==> config.mk <==
export PLATFORM = sky130hd
export DESIGN_NAME = pvic_ctrl
export DESIGN_NICKNAME = d
export VERILOG_FILES = /design/src/pvic_pkg.sv /design/src/pvic_pin_if.sv /design/src/pvic_pin_sampler.sv /design/src/pvic_arbiter.sv /design/src/pvic_ctrl.sv
export SDC_FILE = /design/constraint.sdc
export NUM_CORES = 1
export LEC_CHECK = 0
export BUFFER_PORTS_ARGS = -buffer_cell sky130_fd_sc_hd__buf_2
export CORE_ASPECT_RATIO = 1.25
export CORE_MARGIN = 2
export CORE_UTILIZATION = 48
export DETAILED_ROUTE_END_ITERATION = 7
export PLACE_DENSITY = 0.87
export SLEW_MARGIN = 40
export SYNTH_ARGS = -nofsm -noshare
export SYNTH_HDL_FRONTEND = slang
export SYNTH_SLANG_ARGS = --single-unit
==> constraint.sdc <==
create_clock -name ref_clk_in -period 4.7 [get_ports ref_clk_in]
set_input_delay 0.705 -clock ref_clk_in [delete_from_list [all_inputs] [get_ports ref_clk_in]]
set_output_delay 0.705 -clock ref_clk_in [all_outputs]
set_load 0.02 [all_outputs]
==> src/pvic_pkg.sv <==
// pvic_pkg: constants and types shared by the interrupt controller files
// assumes a single 25 MHz clock domain and no register bus
package pvic_pkg;
   localparam int PVIC_NSRC = 15;
   localparam int PVIC_IDW = 4;
   localparam int PVIC_NLVL = 4;
   // peripheral cycle length in peripheral clock periods
   localparam int PVIC_PER_CYCLE = 6;
   // vector = base + slot * stride
   localparam logic [15:0] PVIC_VEC_BASE = 16'h0003;
   localparam int PVIC_VEC_SHIFT = 3;
   // polling slot numbers
   localparam logic [3:0] PVIC_SLOT_PIN_A = 4'h0;
   localparam logic [3:0] PVIC_SLOT_TMR0 = 4'h1;
   localparam logic [3:0] PVIC_SLOT_PIN_B = 4'h2;
   localparam logic [3:0] PVIC_SLOT_TMR1 = 4'h3;
   localparam logic [3:0] PVIC_SLOT_KEYPAD = 4'hb;
   localparam logic [7:0] PVIC_REG_RST = 8'h00;
   localparam logic [PVIC_NLVL-1:0] PVIC_INPROG_RST = 4'h0;
   typedef enum logic [2:0]
   {
      PVIC_IDLE = 3'b001,
      PVIC_OFFER = 3'b010,
      PVIC_ACK = 3'b100
   } pvic_state_t;
endpackage

==> src/pvic_pin_if.sv <==
// pvic_pin_if: sampled external pin events between sampler and core
// assumes both ends run on ref_clk_in
`timescale 1ns/10ps
interface pvic_pin_if;
   logic [1:0] low_level;
   logic [1:0] fall_pulse;
   logic keypad_level;
   modport sampler (output low_level, output fall_pulse, output keypad_level);
   modport core (input low_level, input fall_pulse, input keypad_level);
endinterface

==> src/pvic_pin_sampler.sv <==
// pvic_pin_sampler: synchronises and samples the irq pins per peripheral cycle
// assumes pins are asynchronous; per_clk_en_in is a one-cycle enable pulse
`timescale 1ns/10ps
module pvic_pin_sampler
   import pvic_pkg::*;
(
   input wire logic ref_clk_in,
   input wire logic rst_in,
   input wire logic per_clk_en_in,
   input wire logic [1:0] ext_irq_pin_in,
   input wire logic keypad_irq_input_in,
   pvic_pin_if.sampler pins
);
   logic [2:0] sync1, sync2, samp, prev;
   logic [2:0] next_samp, next_prev;
   logic [2:0] div, next_div;
   logic per_cycle;
   logic per_cycle_d;

   // peripheral cycle divider: six peripheral clocks
   always_comb
   begin
      next_div = div;
      per_cycle = 1'b0;
      if (per_clk_en_in)
      begin
         if (div == 3'(PVIC_PER_CYCLE - 1))
         begin
            next_div = 3'h0;
            per_cycle = 1'b1;
         end
         else
            next_div = div + 3'h1;
      end
   end

   // sample once per peripheral cycle, remember previous sample
   always_comb
   begin
      next_samp = samp;
      next_prev = prev;
      if (per_cycle)
      begin
         next_samp = sync2;
         next_prev = samp;
      end
   end

   // pins idle high; reset to idle avoids a false edge
   always_ff @(posedge ref_clk_in or posedge rst_in)
   begin
      if (rst_in)
      begin
         sync1 <= 3'h7;
         sync2 <= 3'h7;
         samp <= 3'h7;
         prev <= 3'h7;
         div <= 3'h0;
      end
      else
      begin
         sync1 <= {keypad_irq_input_in, ext_irq_pin_in};
         sync2 <= sync1;
         samp <= next_samp;
         prev <= next_prev;
         div <= next_div;
      end
   end

   assign pins.low_level = ~samp[1:0];
   // falling edge seen between two samples, one clock wide
   assign pins.fall_pulse = prev[1:0] & ~samp[1:0] & {2{per_cycle_d}};
   assign pins.keypad_level = ~samp[2];

   // delayed strobe lines the edge pulse up with the fresh sample
   always_ff @(posedge ref_clk_in or posedge rst_in)
   begin
      if (rst_in)
         per_cycle_d <= 1'b0;
      else
         per_cycle_d <= per_cycle;
   end
endmodule // pvic_pin_sampler

==> src/pvic_arbiter.sv <==
// pvic_arbiter: picks the winning source by level then polling order
// assumes combinational use inside the controller core
`timescale 1ns/10ps
module pvic_arbiter
   import pvic_pkg::*;
#(
   parameter int NSRC = PVIC_NSRC
)
(
   input wire logic [NSRC-1:0] req_in,
   input wire logic [NSRC-1:0] prio_high_bit_in,
   input wire logic [NSRC-1:0] prio_low_bit_in,
   output logic found_out,
   output logic [3:0] slot_out,
   output logic [1:0] level_out
);
   logic [1:0] lvl;

   // highest level first, then lowest slot number within it
   always_comb
   begin
      found_out = 1'b0;
      slot_out = 4'h0;
      level_out = 2'h0;
      lvl = 2'h0;
      for (int l = PVIC_NLVL - 1; l >= 0; l--)
      begin
         for (int s = 0; s < NSRC; s++)
         begin
            lvl = {prio_high_bit_in[s], prio_low_bit_in[s]};
            if (!found_out && req_in[s] && lvl == 2'(l))
            begin
               found_out = 1'b1;
               slot_out = 4'(s);
               level_out = lvl;
            end
         end
      end
   end
endmodule // pvic_arbiter

==> src/pvic_ctrl.sv <==
// pvic_ctrl: prioritised vectored interrupt controller top
// assumes the execution unit acks a vector once the current instruction ends
// Functional notes
// - each source has a two-bit level, 0 lowest, 3 highest.
// - preempt only when request level strictly exceeds level in progress.
// - equal levels resolve by fixed polling order, slot 0 first.
// - vector equals 0003h plus eight times the slot number.
// - requests are latched into pending flags until taken or cleared; only pin and timer requests latch here, keypad and peripheral lines do not.
// - execution unit finishes instruction, saves PC, loads vector on ack.
// - return from interrupt clears the top in-progress marker.
// - per-source enables and per-source priority bits in 8-bit registers.
// - trigger type 0 means low level, 1 means falling edge.
// - pin events set flags; edge flags clear on vectoring.
// - hardware clears only edge pin and timer flags on vectoring.
// - low level on either pin raises a power-down wake request.
// - pins and keypad sampled once per six peripheral clocks.
// - global enable clear blocks all sources.
`timescale 1ns/10ps
module pvic_ctrl
   import pvic_pkg::*;
(
   input wire logic ref_clk_in,
   input wire logic rst_in,
   input wire logic per_clk_en_in,
   input wire logic ext_irq_pin_a_in,
   input wire logic ext_irq_pin_b_in,
   input wire logic keypad_irq_input_in,
   input wire logic [1:0] ext_trigger_type_in,
   input wire logic [1:0] ext_flag_clear_in,
   input wire logic tmr0_overflow_in,
   input wire logic tmr1_overflow_in,
   input wire logic [14:0] periph_req_in,
   input wire logic [7:0] irq_enable_reg_a_in,
   input wire logic [7:0] irq_enable_reg_b_in,
   input wire logic [7:0] prio_high_reg_a_in,
   input wire logic [7:0] prio_high_reg_b_in,
   input wire logic [7:0] prio_low_reg_a_in,
   input wire logic [7:0] prio_low_reg_b_in,
   input wire logic vector_ack_in,
   input wire logic return_from_interrupt_in,
   output logic irq_req_out,
   output logic [15:0] irq_vector_out,
   output logic [3:0] irq_slot_out,
   output logic [1:0] ext_request_flag_out,
   output logic [1:0] tmr_overflow_flag_out,
   output logic [3:0] in_progress_out,
   output logic wake_out
);
   pvic_pin_if pins ();
   logic [1:0] ext_flag, next_ext_flag;
   logic [1:0] tmr_flag, next_tmr_flag;
   logic [PVIC_NLVL-1:0] inprog, next_inprog;
   pvic_state_t state, next_state;
   logic [14:0] pending, enable, prio_h, prio_l, eligible;
   logic found;
   logic [3:0] win_slot;
   logic [1:0] win_lvl;
   logic [2:0] cur_lvl;
   logic offer;
   logic [15:0] next_vector;
   logic [3:0] next_slot;
   logic [1:0] win_lvl_held, next_lvl_held;

   function automatic logic [15:0] pvic_vec(input logic [3:0] slot);
      pvic_vec = PVIC_VEC_BASE + ({12'h000, slot} << PVIC_VEC_SHIFT);
   endfunction

   // current level: one above the highest marker, zero when none
   function automatic logic [2:0] pvic_top(input logic [3:0] m);
      pvic_top = 3'h0;
      for (int i = 0; i < PVIC_NLVL; i++)
         if (m[i])
            pvic_top = 3'(i + 1);
   endfunction

   pvic_pin_sampler u_sampler (
      .ref_clk_in(ref_clk_in),
      .rst_in(rst_in),
      .per_clk_en_in(per_clk_en_in),
      .ext_irq_pin_in({ext_irq_pin_b_in, ext_irq_pin_a_in}),
      .keypad_irq_input_in(keypad_irq_input_in),
      .pins(pins.sampler)
   );

   // enable and priority bits laid out by polling slot
   assign enable = {1'b0, irq_enable_reg_b_in[6], 1'b0,
      irq_enable_reg_b_in[4:0], irq_enable_reg_a_in[6:0]};
   assign prio_h = {1'b0, prio_high_reg_b_in[6:0], prio_high_reg_a_in[6:0]};
   assign prio_l = {1'b0, prio_low_reg_b_in[6:0], prio_low_reg_a_in[6:0]};

   // pending flags: pins and timers held here, peripherals hold their own
   always_comb
   begin
      pending = periph_req_in;
      pending[PVIC_SLOT_PIN_A] = ext_flag[0];
      pending[PVIC_SLOT_PIN_B] = ext_flag[1];
      pending[PVIC_SLOT_TMR0] = tmr_flag[0];
      pending[PVIC_SLOT_TMR1] = tmr_flag[1];
      pending[PVIC_SLOT_KEYPAD] = periph_req_in[PVIC_SLOT_KEYPAD]
         | pins.keypad_level;
      pending[12] = 1'b0;
      pending[14] = 1'b0;
      // global gate checked before per-source enables
      eligible = pending & enable & {15{irq_enable_reg_a_in[7]}};
   end

   pvic_arbiter #(.NSRC(PVIC_NSRC)) u_arb (
      .req_in(eligible),
      .prio_high_bit_in(prio_h),
      .prio_low_bit_in(prio_l),
      .found_out(found),
      .slot_out(win_slot),
      .level_out(win_lvl)
   );

   assign cur_lvl = pvic_top(inprog);
   // strictly higher level only; equal waits
   assign offer = found && ({1'b0, win_lvl} >= cur_lvl) &&
      !(inprog[win_lvl]);

   // flags: a set in the same cycle as a clear wins
   always_comb
   begin
      next_ext_flag = ext_flag;
      next_tmr_flag = tmr_flag;
      for (int n = 0; n < 2; n++)
      begin
         if (ext_flag_clear_in[n])
            next_ext_flag[n] = 1'b0;
         if (state == PVIC_OFFER && vector_ack_in && ext_trigger_type_in[n]
             && irq_slot_out == (n == 0 ? PVIC_SLOT_PIN_A : PVIC_SLOT_PIN_B))
            next_ext_flag[n] = 1'b0;
         if (ext_trigger_type_in[n] ? pins.fall_pulse[n]
             : pins.low_level[n])
            next_ext_flag[n] = 1'b1;
      end
      if (state == PVIC_OFFER && vector_ack_in)
      begin
         if (irq_slot_out == PVIC_SLOT_TMR0)
            next_tmr_flag[0] = 1'b0;
         if (irq_slot_out == PVIC_SLOT_TMR1)
            next_tmr_flag[1] = 1'b0;
      end
      if (tmr0_overflow_in)
         next_tmr_flag[0] = 1'b1;
      if (tmr1_overflow_in)
         next_tmr_flag[1] = 1'b1;
   end

   // offer handshake and in-progress markers
   always_comb
   begin
      next_state = state;
      next_inprog = inprog;
      next_vector = irq_vector_out;
      next_slot = irq_slot_out;
      next_lvl_held = win_lvl_held;
      if (return_from_interrupt_in)
         next_inprog = inprog & ~(4'h1 << (cur_lvl - 3'h1));
      case (state)
         PVIC_IDLE:
         begin
            next_lvl_held = win_lvl; // frozen once the offer is up
            if (offer && !return_from_interrupt_in)
            begin
               next_state = PVIC_OFFER;
               next_vector = pvic_vec(win_slot);
               next_slot = win_slot;
            end
         end
         PVIC_OFFER:
         begin
            if (vector_ack_in)
            begin
               // the unit saves PC and jumps; level now in progress
               next_inprog = next_inprog | (4'h1 << win_lvl_held);
               next_state = PVIC_ACK;
            end
            else if (!offer || win_slot != irq_slot_out)
               next_state = PVIC_IDLE; // re-arbitrate when winner changes
         end
         PVIC_ACK:
            next_state = PVIC_IDLE; // one cycle for the flag clear to land
         default:
            next_state = PVIC_IDLE;
      endcase
   end

   // pin and timer request flags
   always_ff @(posedge ref_clk_in or posedge rst_in)
   begin
      if (rst_in)
      begin
         ext_flag <= 2'h0;
         tmr_flag <= 2'h0;
      end
      else
      begin
         ext_flag <= next_ext_flag;
         tmr_flag <= next_tmr_flag;
      end
   end

   // offer state, held vector and level, in-progress markers
   always_ff @(posedge ref_clk_in or posedge rst_in)
   begin
      if (rst_in)
      begin
         inprog <= PVIC_INPROG_RST;
         state <= PVIC_IDLE;
         irq_vector_out <= 16'h0000;
         irq_slot_out <= 4'h0;
         win_lvl_held <= 2'h0;
      end
      else
      begin
         inprog <= next_inprog;
         state <= next_state;
         irq_vector_out <= next_vector;
         irq_slot_out <= next_slot;
         win_lvl_held <= next_lvl_held;
      end
   end

   assign irq_req_out = (state == PVIC_OFFER);
   assign ext_request_flag_out = ext_flag;
   assign tmr_overflow_flag_out = tmr_flag;
   assign in_progress_out = inprog;
   // wake works without the global enable
   assign wake_out = |pins.low_level;
endmodule // pvic_ctrl

# Word-level counts from Yosys, hierarchy flattened
# Index checks and enable logic that the tools add are counted.
# Widths: inputs -> output; s select.
dict set report totals {
  ff_bits 48
  in_bits 77
  output_inout_bits 30
  wordCells 488
}
dict set report op_classes {
  add_sub_neg 3
  n_lt_le_gt_ge 2
  n_eq_ne 51
  n_shift 2
  muxes 199
  n_bitwise 10
  reduce_logical 206
}
# operator n
set ops {}
lappend ops {{$mux 4} 52}
lappend ops {{$logic_and 1x1->1} 120}
lappend ops {{$mux 2} 60}
lappend ops {{$mux 1} 74}
lappend ops {{$logic_not 1->1} 59}
lappend ops {{$eq 2x2->1 const B} 28}
lappend ops {{$mux 3} 11}
lappend ops {{$eq 2x1->1 const B} 14}
lappend ops {{$logic_not 2->1} 14}
lappend ops {{$and 14x15->15} 1}
lappend ops {{$and 14x14->14} 1}
lappend ops {{$add 2x7->8 const A} 1}
lappend ops {{$eq 4x2->1 const B} 2}
lappend ops {{$reduce_and 2->1} 4}
lappend ops {{$reduce_bool 2->1} 4}
lappend ops {{$pmux 3 s2} 1}
lappend ops {{$reduce_bool 3->1} 2}
lappend ops {{$and 2x2->2} 2}
lappend ops {{$and 4x4->4} 1}
lappend ops {{$eq 4x1->1 const B} 1}
lappend ops {{$logic_not 4->1} 1}
lappend ops {{$ne 4x4->1} 1}
lappend ops {{$not 4->4} 1}
lappend ops {{$or 4x4->4} 1}
lappend ops {{17 further kinds} 17}

# Logic depth before layout (Yosys ltp)
dict set report logic_depth {
  ltp_word 238
  mapped_depth 18
  ltp_nobuf 15
}

# Hierarchy
# Synthesis repeated with hierarchy kept, for this count alone.
dict set report unflattened {
  hier_cells 377
  hier_area_um2 3148.0
}
# module instances cells_per_inst area_each_um2
set modules_own_cells {}
lappend modules_own_cells {pvic_arbiter 1 224 1482.7}
lappend modules_own_cells {pvic_ctrl 1 119 1119.8}
lappend modules_own_cells {pvic_pin_sampler 1 34 545.5}

# Least setup slack after synthesis
# No wires, ideal clock.
dict set report synth_path {
  path_type {input-to-reg}
  from {in irq_enable_reg_a_in[7]}
  to {reg state[0]}
  arrival_ps 3975
  t_required_ps 4622
  setup_slack_ps 647
  path_stages 18
  n_path_buf 3
  cell_sequence {buf_6 and4_4 a2bb2oi_2 and4_1 buf_4 or4b_1 buf_4 nor4_4 a211oi_2 ha_1 nand2b_1 a21oi_1 nor2_1 o31ai_1 a21oi_1 nand4_1 or4_1 and3_1}
}
dict set report synth_via {
  elab_chain_cells 234
}
# item line_no
set synth_rtl {}
lappend synth_rtl {{start: declaration} pvic_ctrl.sv:33} ;# input wire logic [7:0] irq_enable_reg_a_in,
lappend synth_rtl {{$and 14x15->15 (*)} pvic_ctrl.sv:104} ;# eligible = pending & enable & {15{irq_enable_reg_a_in[7]}};
lappend synth_rtl {{$logic_and 1x1->1} pvic_arbiter.sv:31} ;# if (!found_out && req_in[s] && lvl == 2'(l))
lappend synth_rtl {{$mux 1} pvic_arbiter.sv:31}
lappend synth_rtl {{$logic_not 1->1} pvic_arbiter.sv:31}
lappend synth_rtl {{$logic_and 1x1->1 (2 in series)} pvic_arbiter.sv:31}
lappend synth_rtl {{$mux 1} pvic_arbiter.sv:31}
lappend synth_rtl {{$logic_not 1->1} pvic_arbiter.sv:31}
lappend synth_rtl {{$logic_and 1x1->1 (2 in series)} pvic_arbiter.sv:31}
lappend synth_rtl {{[... 216 more ...]} -}
lappend synth_rtl {{$bmux 1 s2} pvic_ctrl.sv:119} ;# !(inprog[win_lvl]);
lappend synth_rtl {{$mux 1 (implied by the code)} pvic_ctrl.sv:119}
lappend synth_rtl {{$logic_not 1->1} pvic_ctrl.sv:119}
lappend synth_rtl {{$logic_and 1x1->1} pvic_ctrl.sv:118} ;# assign offer = found && ({1'b0, win_lvl} >= cur_lvl) &&
lappend synth_rtl {{$logic_not 1->1} pvic_ctrl.sv:179} ;# else if (!offer || win_slot != irq_slot_out)
lappend synth_rtl {{$logic_or 1x1->1} pvic_ctrl.sv:179}
lappend synth_rtl {{$ne 3x2->1 (no line)} -}
lappend synth_rtl {{$reduce_and 2->1 (no line) (*)} -}
lappend synth_rtl {{end signal: assignment} pvic_ctrl.sv:218} ;# state <= next_state;
lappend synth_rtl {{end: declaration} pvic_ctrl.sv:53} ;# pvic_state_t state, next_state;
# Mark *: on every way between the ends. The rest lies on a longest branch, timed or not. The select of a mux whose other input is x is not followed.
# A chain may end at the register's enable or synchronous reset.

# Worst setup path after layout
# Same ends and word-level chain as after synthesis.

==> results.txt <==
Status = complete, no violations
Worst clock skew = 0.00778 ns
CTS resizes = 0
# DRC = 0
Max-slew violations = 0
Hold EP = u_sampler.sync2[2]$_DFF_PP1_
Layout area overhead = 21.9%
Core footprint = 0.00578 mm2
R2R Setup Slk = 0.54 ns
Diodes inserted = 0
Seq/Total Area, Yosys = 0.292
Critical path class = in -> reg
Setup_tns = 0 ns
Clock Path Buffers = 2
Worst Hold Class = reg -> reg
RSZ-0062 raised after global routing = no
WHS Path Cells = 0
Min Tclk post-route = 4.20 ns
Mean Syn Cell Area = 7.91 um2
Unique cell type count in the Yosys netlist = 63
Global-route met3 utilization = 0.0357
Worst r2r dst = state[0]$_DFFE_PP1P_
First-pass GRT wire length = 13900 um
Post-synth EDFFs = 0
Chip Width = 73.3 um
Critical Path Sink Type = flop
Slew @ Worst Pin = 0.702 ns
Post-DP HPWL = 7350 um
Global route overflow = 0
Worst r2r src = u_sampler.samp[2]$_DFFE_PP1P_
Most frequent cell after synthesis = nand2_1
Largest net degree at the start of global routing = 34
Syn Inst Count = 364
Final hold vios = 0
WL/cell = 16.9 um
Sink Count = 33
CTS buffer count = 5
Via density = 6.09
Ys flop type = dfrtp_1
Vias in the first global route = 2989
Maximum VDD drop = 0.000373 V
Fmax = 0.238 GHz
Worst-Skew Late Latency = 0.28 ns
HP Start = u_sampler.sync1[2]$_DFF_PP1_
Req. time, crit path = 4.92 ns
Synth Warn # = 0
Flops & latches, synth = 33
Setup Buffers After CTS = 0
Lkg Pwr = 1.64 nW
Grt met1 use = 0.294
Vias = 3218
Worst-path fanout max = 28
Drt pass-1 iters = 5
Fin nets = 540
Yosys top cell area share = 0.183
Clk slew on worst S/H paths = 0.07 ns
Max_slew headroom = 0.528
Setup crit start kind = input pin
Most Crowded Layer GR = met2
Die span in y = 90.6 um
Pwr Total = 1.22 mW
Hold buffer count at CTS = 0
Ports = 107
Synth area leader = dfrtp_1
Standard-cell rows = 31
Initial Utilization = 0.498
Max-cap violations = 0
Initial DRC Count = 205
Initial antenna violation count = 0
FF-to-FF path depth = 15
Mapped Area = 0.00288 mm2
Tcrit/Tclk final = 0.893
Arr. time, crit path = 4.41 ns
Power Density = 349 mW/mm2
Gp weighted congestion = 1.02
Setup Viol. Count Final = 0
H-tree Lvls = 2
Fillers = 559
CTS tree = yes
Total Wirelength = 8900 um
Antenna-violating nets left = 0
Share of flip-flops with an asynchronous set or reset = 1.00
Met2 usage = 0.474
Die area = 0.00663 mm2
Port Buf Inserts = 82
Root Buffer = clkbuf_8
Most frequent cells after synthesis = 54 x nand2_1, 36 x nor2_1, 21 x dfrtp_1
Layout cells sized above 1 = 0.292
GRT Util Overall = 0.266
Synth top area cells = dfrtp_1 18%, dfstp_2 11%, nand2_1 7.0%
==> flip-flops by register name, summed over array words and instances, names as in the netlist <==
| signal | flops |
|---|---|
| in_progress_out | 4 |
| irq_slot_out | 3 |
| state | 3 |
| u_sampler.div | 3 |
| u_sampler.samp | 3 |
| u_sampler.sync1 | 3 |
| u_sampler.sync2 | 3 |
| ext_request_flag_out | 2 |
| irq_vector_out | 2 |
| tmr_overflow_flag_out | 2 |
| u_sampler.prev | 2 |
| win_lvl_held | 2 |
| u_sampler.per_cycle_d | 1 |
==> critical path: stages <==
cell and delay (ns):
buf_2 0.25, nand2_1 0.18, nor3_1 0.10, or2_2 0.34, or4b_1 0.75, nor4_4 0.36
a211oi_2 0.08, ha_1 0.27, nand2b_1 0.10, a21oi_1 0.07, nor2_1 0.12, o31ai_1 0.09
a21oi_1 0.17, nand4_1 0.12, or4_1 0.53, and3_1 0.20
==> layout by cell type (no fill, tap or decap), drive strengths merged, types with 4 or more instances in the layout <==
cell and count:
nor2 37, dfrtp 21, and4b 6, buf 101, and4 9, nor4 9
o2bb2ai 4, nor2b 5, o22ai 5, xnor2 4, o21ai 14, nand4b 7
a22o 5, a21oi 14, o31ai 6, dfstp 12, and2 5, nor3 10
clkbuf 8, or2 4, nand2 54, nand3b 5, a211oi 5, conb 10
nand2b 6, inv 17, nand3 15, nand4 12
==> routing by layer <==
layer / vias to the layer above / routed length (um)
met5: - / 0
met4: 0 / 379
met3: 29 / 423
met2: 124 / 4660
met1: 1523 / 3440
li1: 1542 / -
==> power by group <==
part | leakage [nW] | total [mW] | switching, mW | internal (mW)
registers | 0.382 | 0.465 | 0.0833 | 0.382
logic | 1.20 | 0.513 | 0.300 | 0.212
clock network | 0.0566 | 0.247 | 0.0955 | 0.151
total | 1.64 | 1.22 | 0.479 | 0.745
==> through the flow <==
stage / hold WS, ns / cells / utilization / setup slack (ns) / area (um2)
finish: 0.356 / 528 / 0.607 / 0.504 / 3510
CTS: 0.357 / 528 / 0.607 / 0.516 / 3510
global route: 0.361 / 528 / 0.607 / 0.252 / 3510
detailed placement: 0.347 / 520 / 0.588 / 0.212 / 3400
floorplan: 0.345 / 373 / - / 0.647 / 2910
global placement: 0.346 / 520 / 0.588 / 0.257 / 3400
==> cell type report <==
class	instances	area (um2)	area share
Clock buffer	8	111	0.0318
Timing Repair Buffer	101	553	0.158
Multi-Input combinational cell	303	1860	0.529
Tap cell	66	82.6	0.0235
Inverter	17	63.8	0.0182
Sequential cell	33	841	0.240
==> cell families after synthesis <==
group                    share of synthesized area
AO/OA/AOI/OAI                                0.216
XOR/XNOR                                    0.0152
adder cells (fa/ha/maj)                    0.00869
buffers and inverters                       0.0748
flip-flops                                   0.292
multiplexers                                0.0113
other                                      0.00130
AND/OR/NAND/NOR                              0.380
==> worst max-delay path by stage <==
stage                                start  slack [ns]  depth (start not counted)              endpoint
detailed placement  irq_enable_reg_a_in[7]        0.21                         16  state[0]$_DFFE_PP1P_
floorplan           irq_enable_reg_a_in[7]        0.65                         18  state[0]$_DFFE_PP1P_
finish              irq_enable_reg_a_in[7]        0.50                         16  state[0]$_DFFE_PP1P_
global placement    irq_enable_reg_a_in[7]        0.26                         16  state[0]$_DFFE_PP1P_
global route        irq_enable_reg_a_in[7]        0.25                         16  state[0]$_DFFE_PP1P_
CTS                 irq_enable_reg_a_in[7]        0.52                         16  state[0]$_DFFE_PP1P_
(Power assumes the default switching activity.)
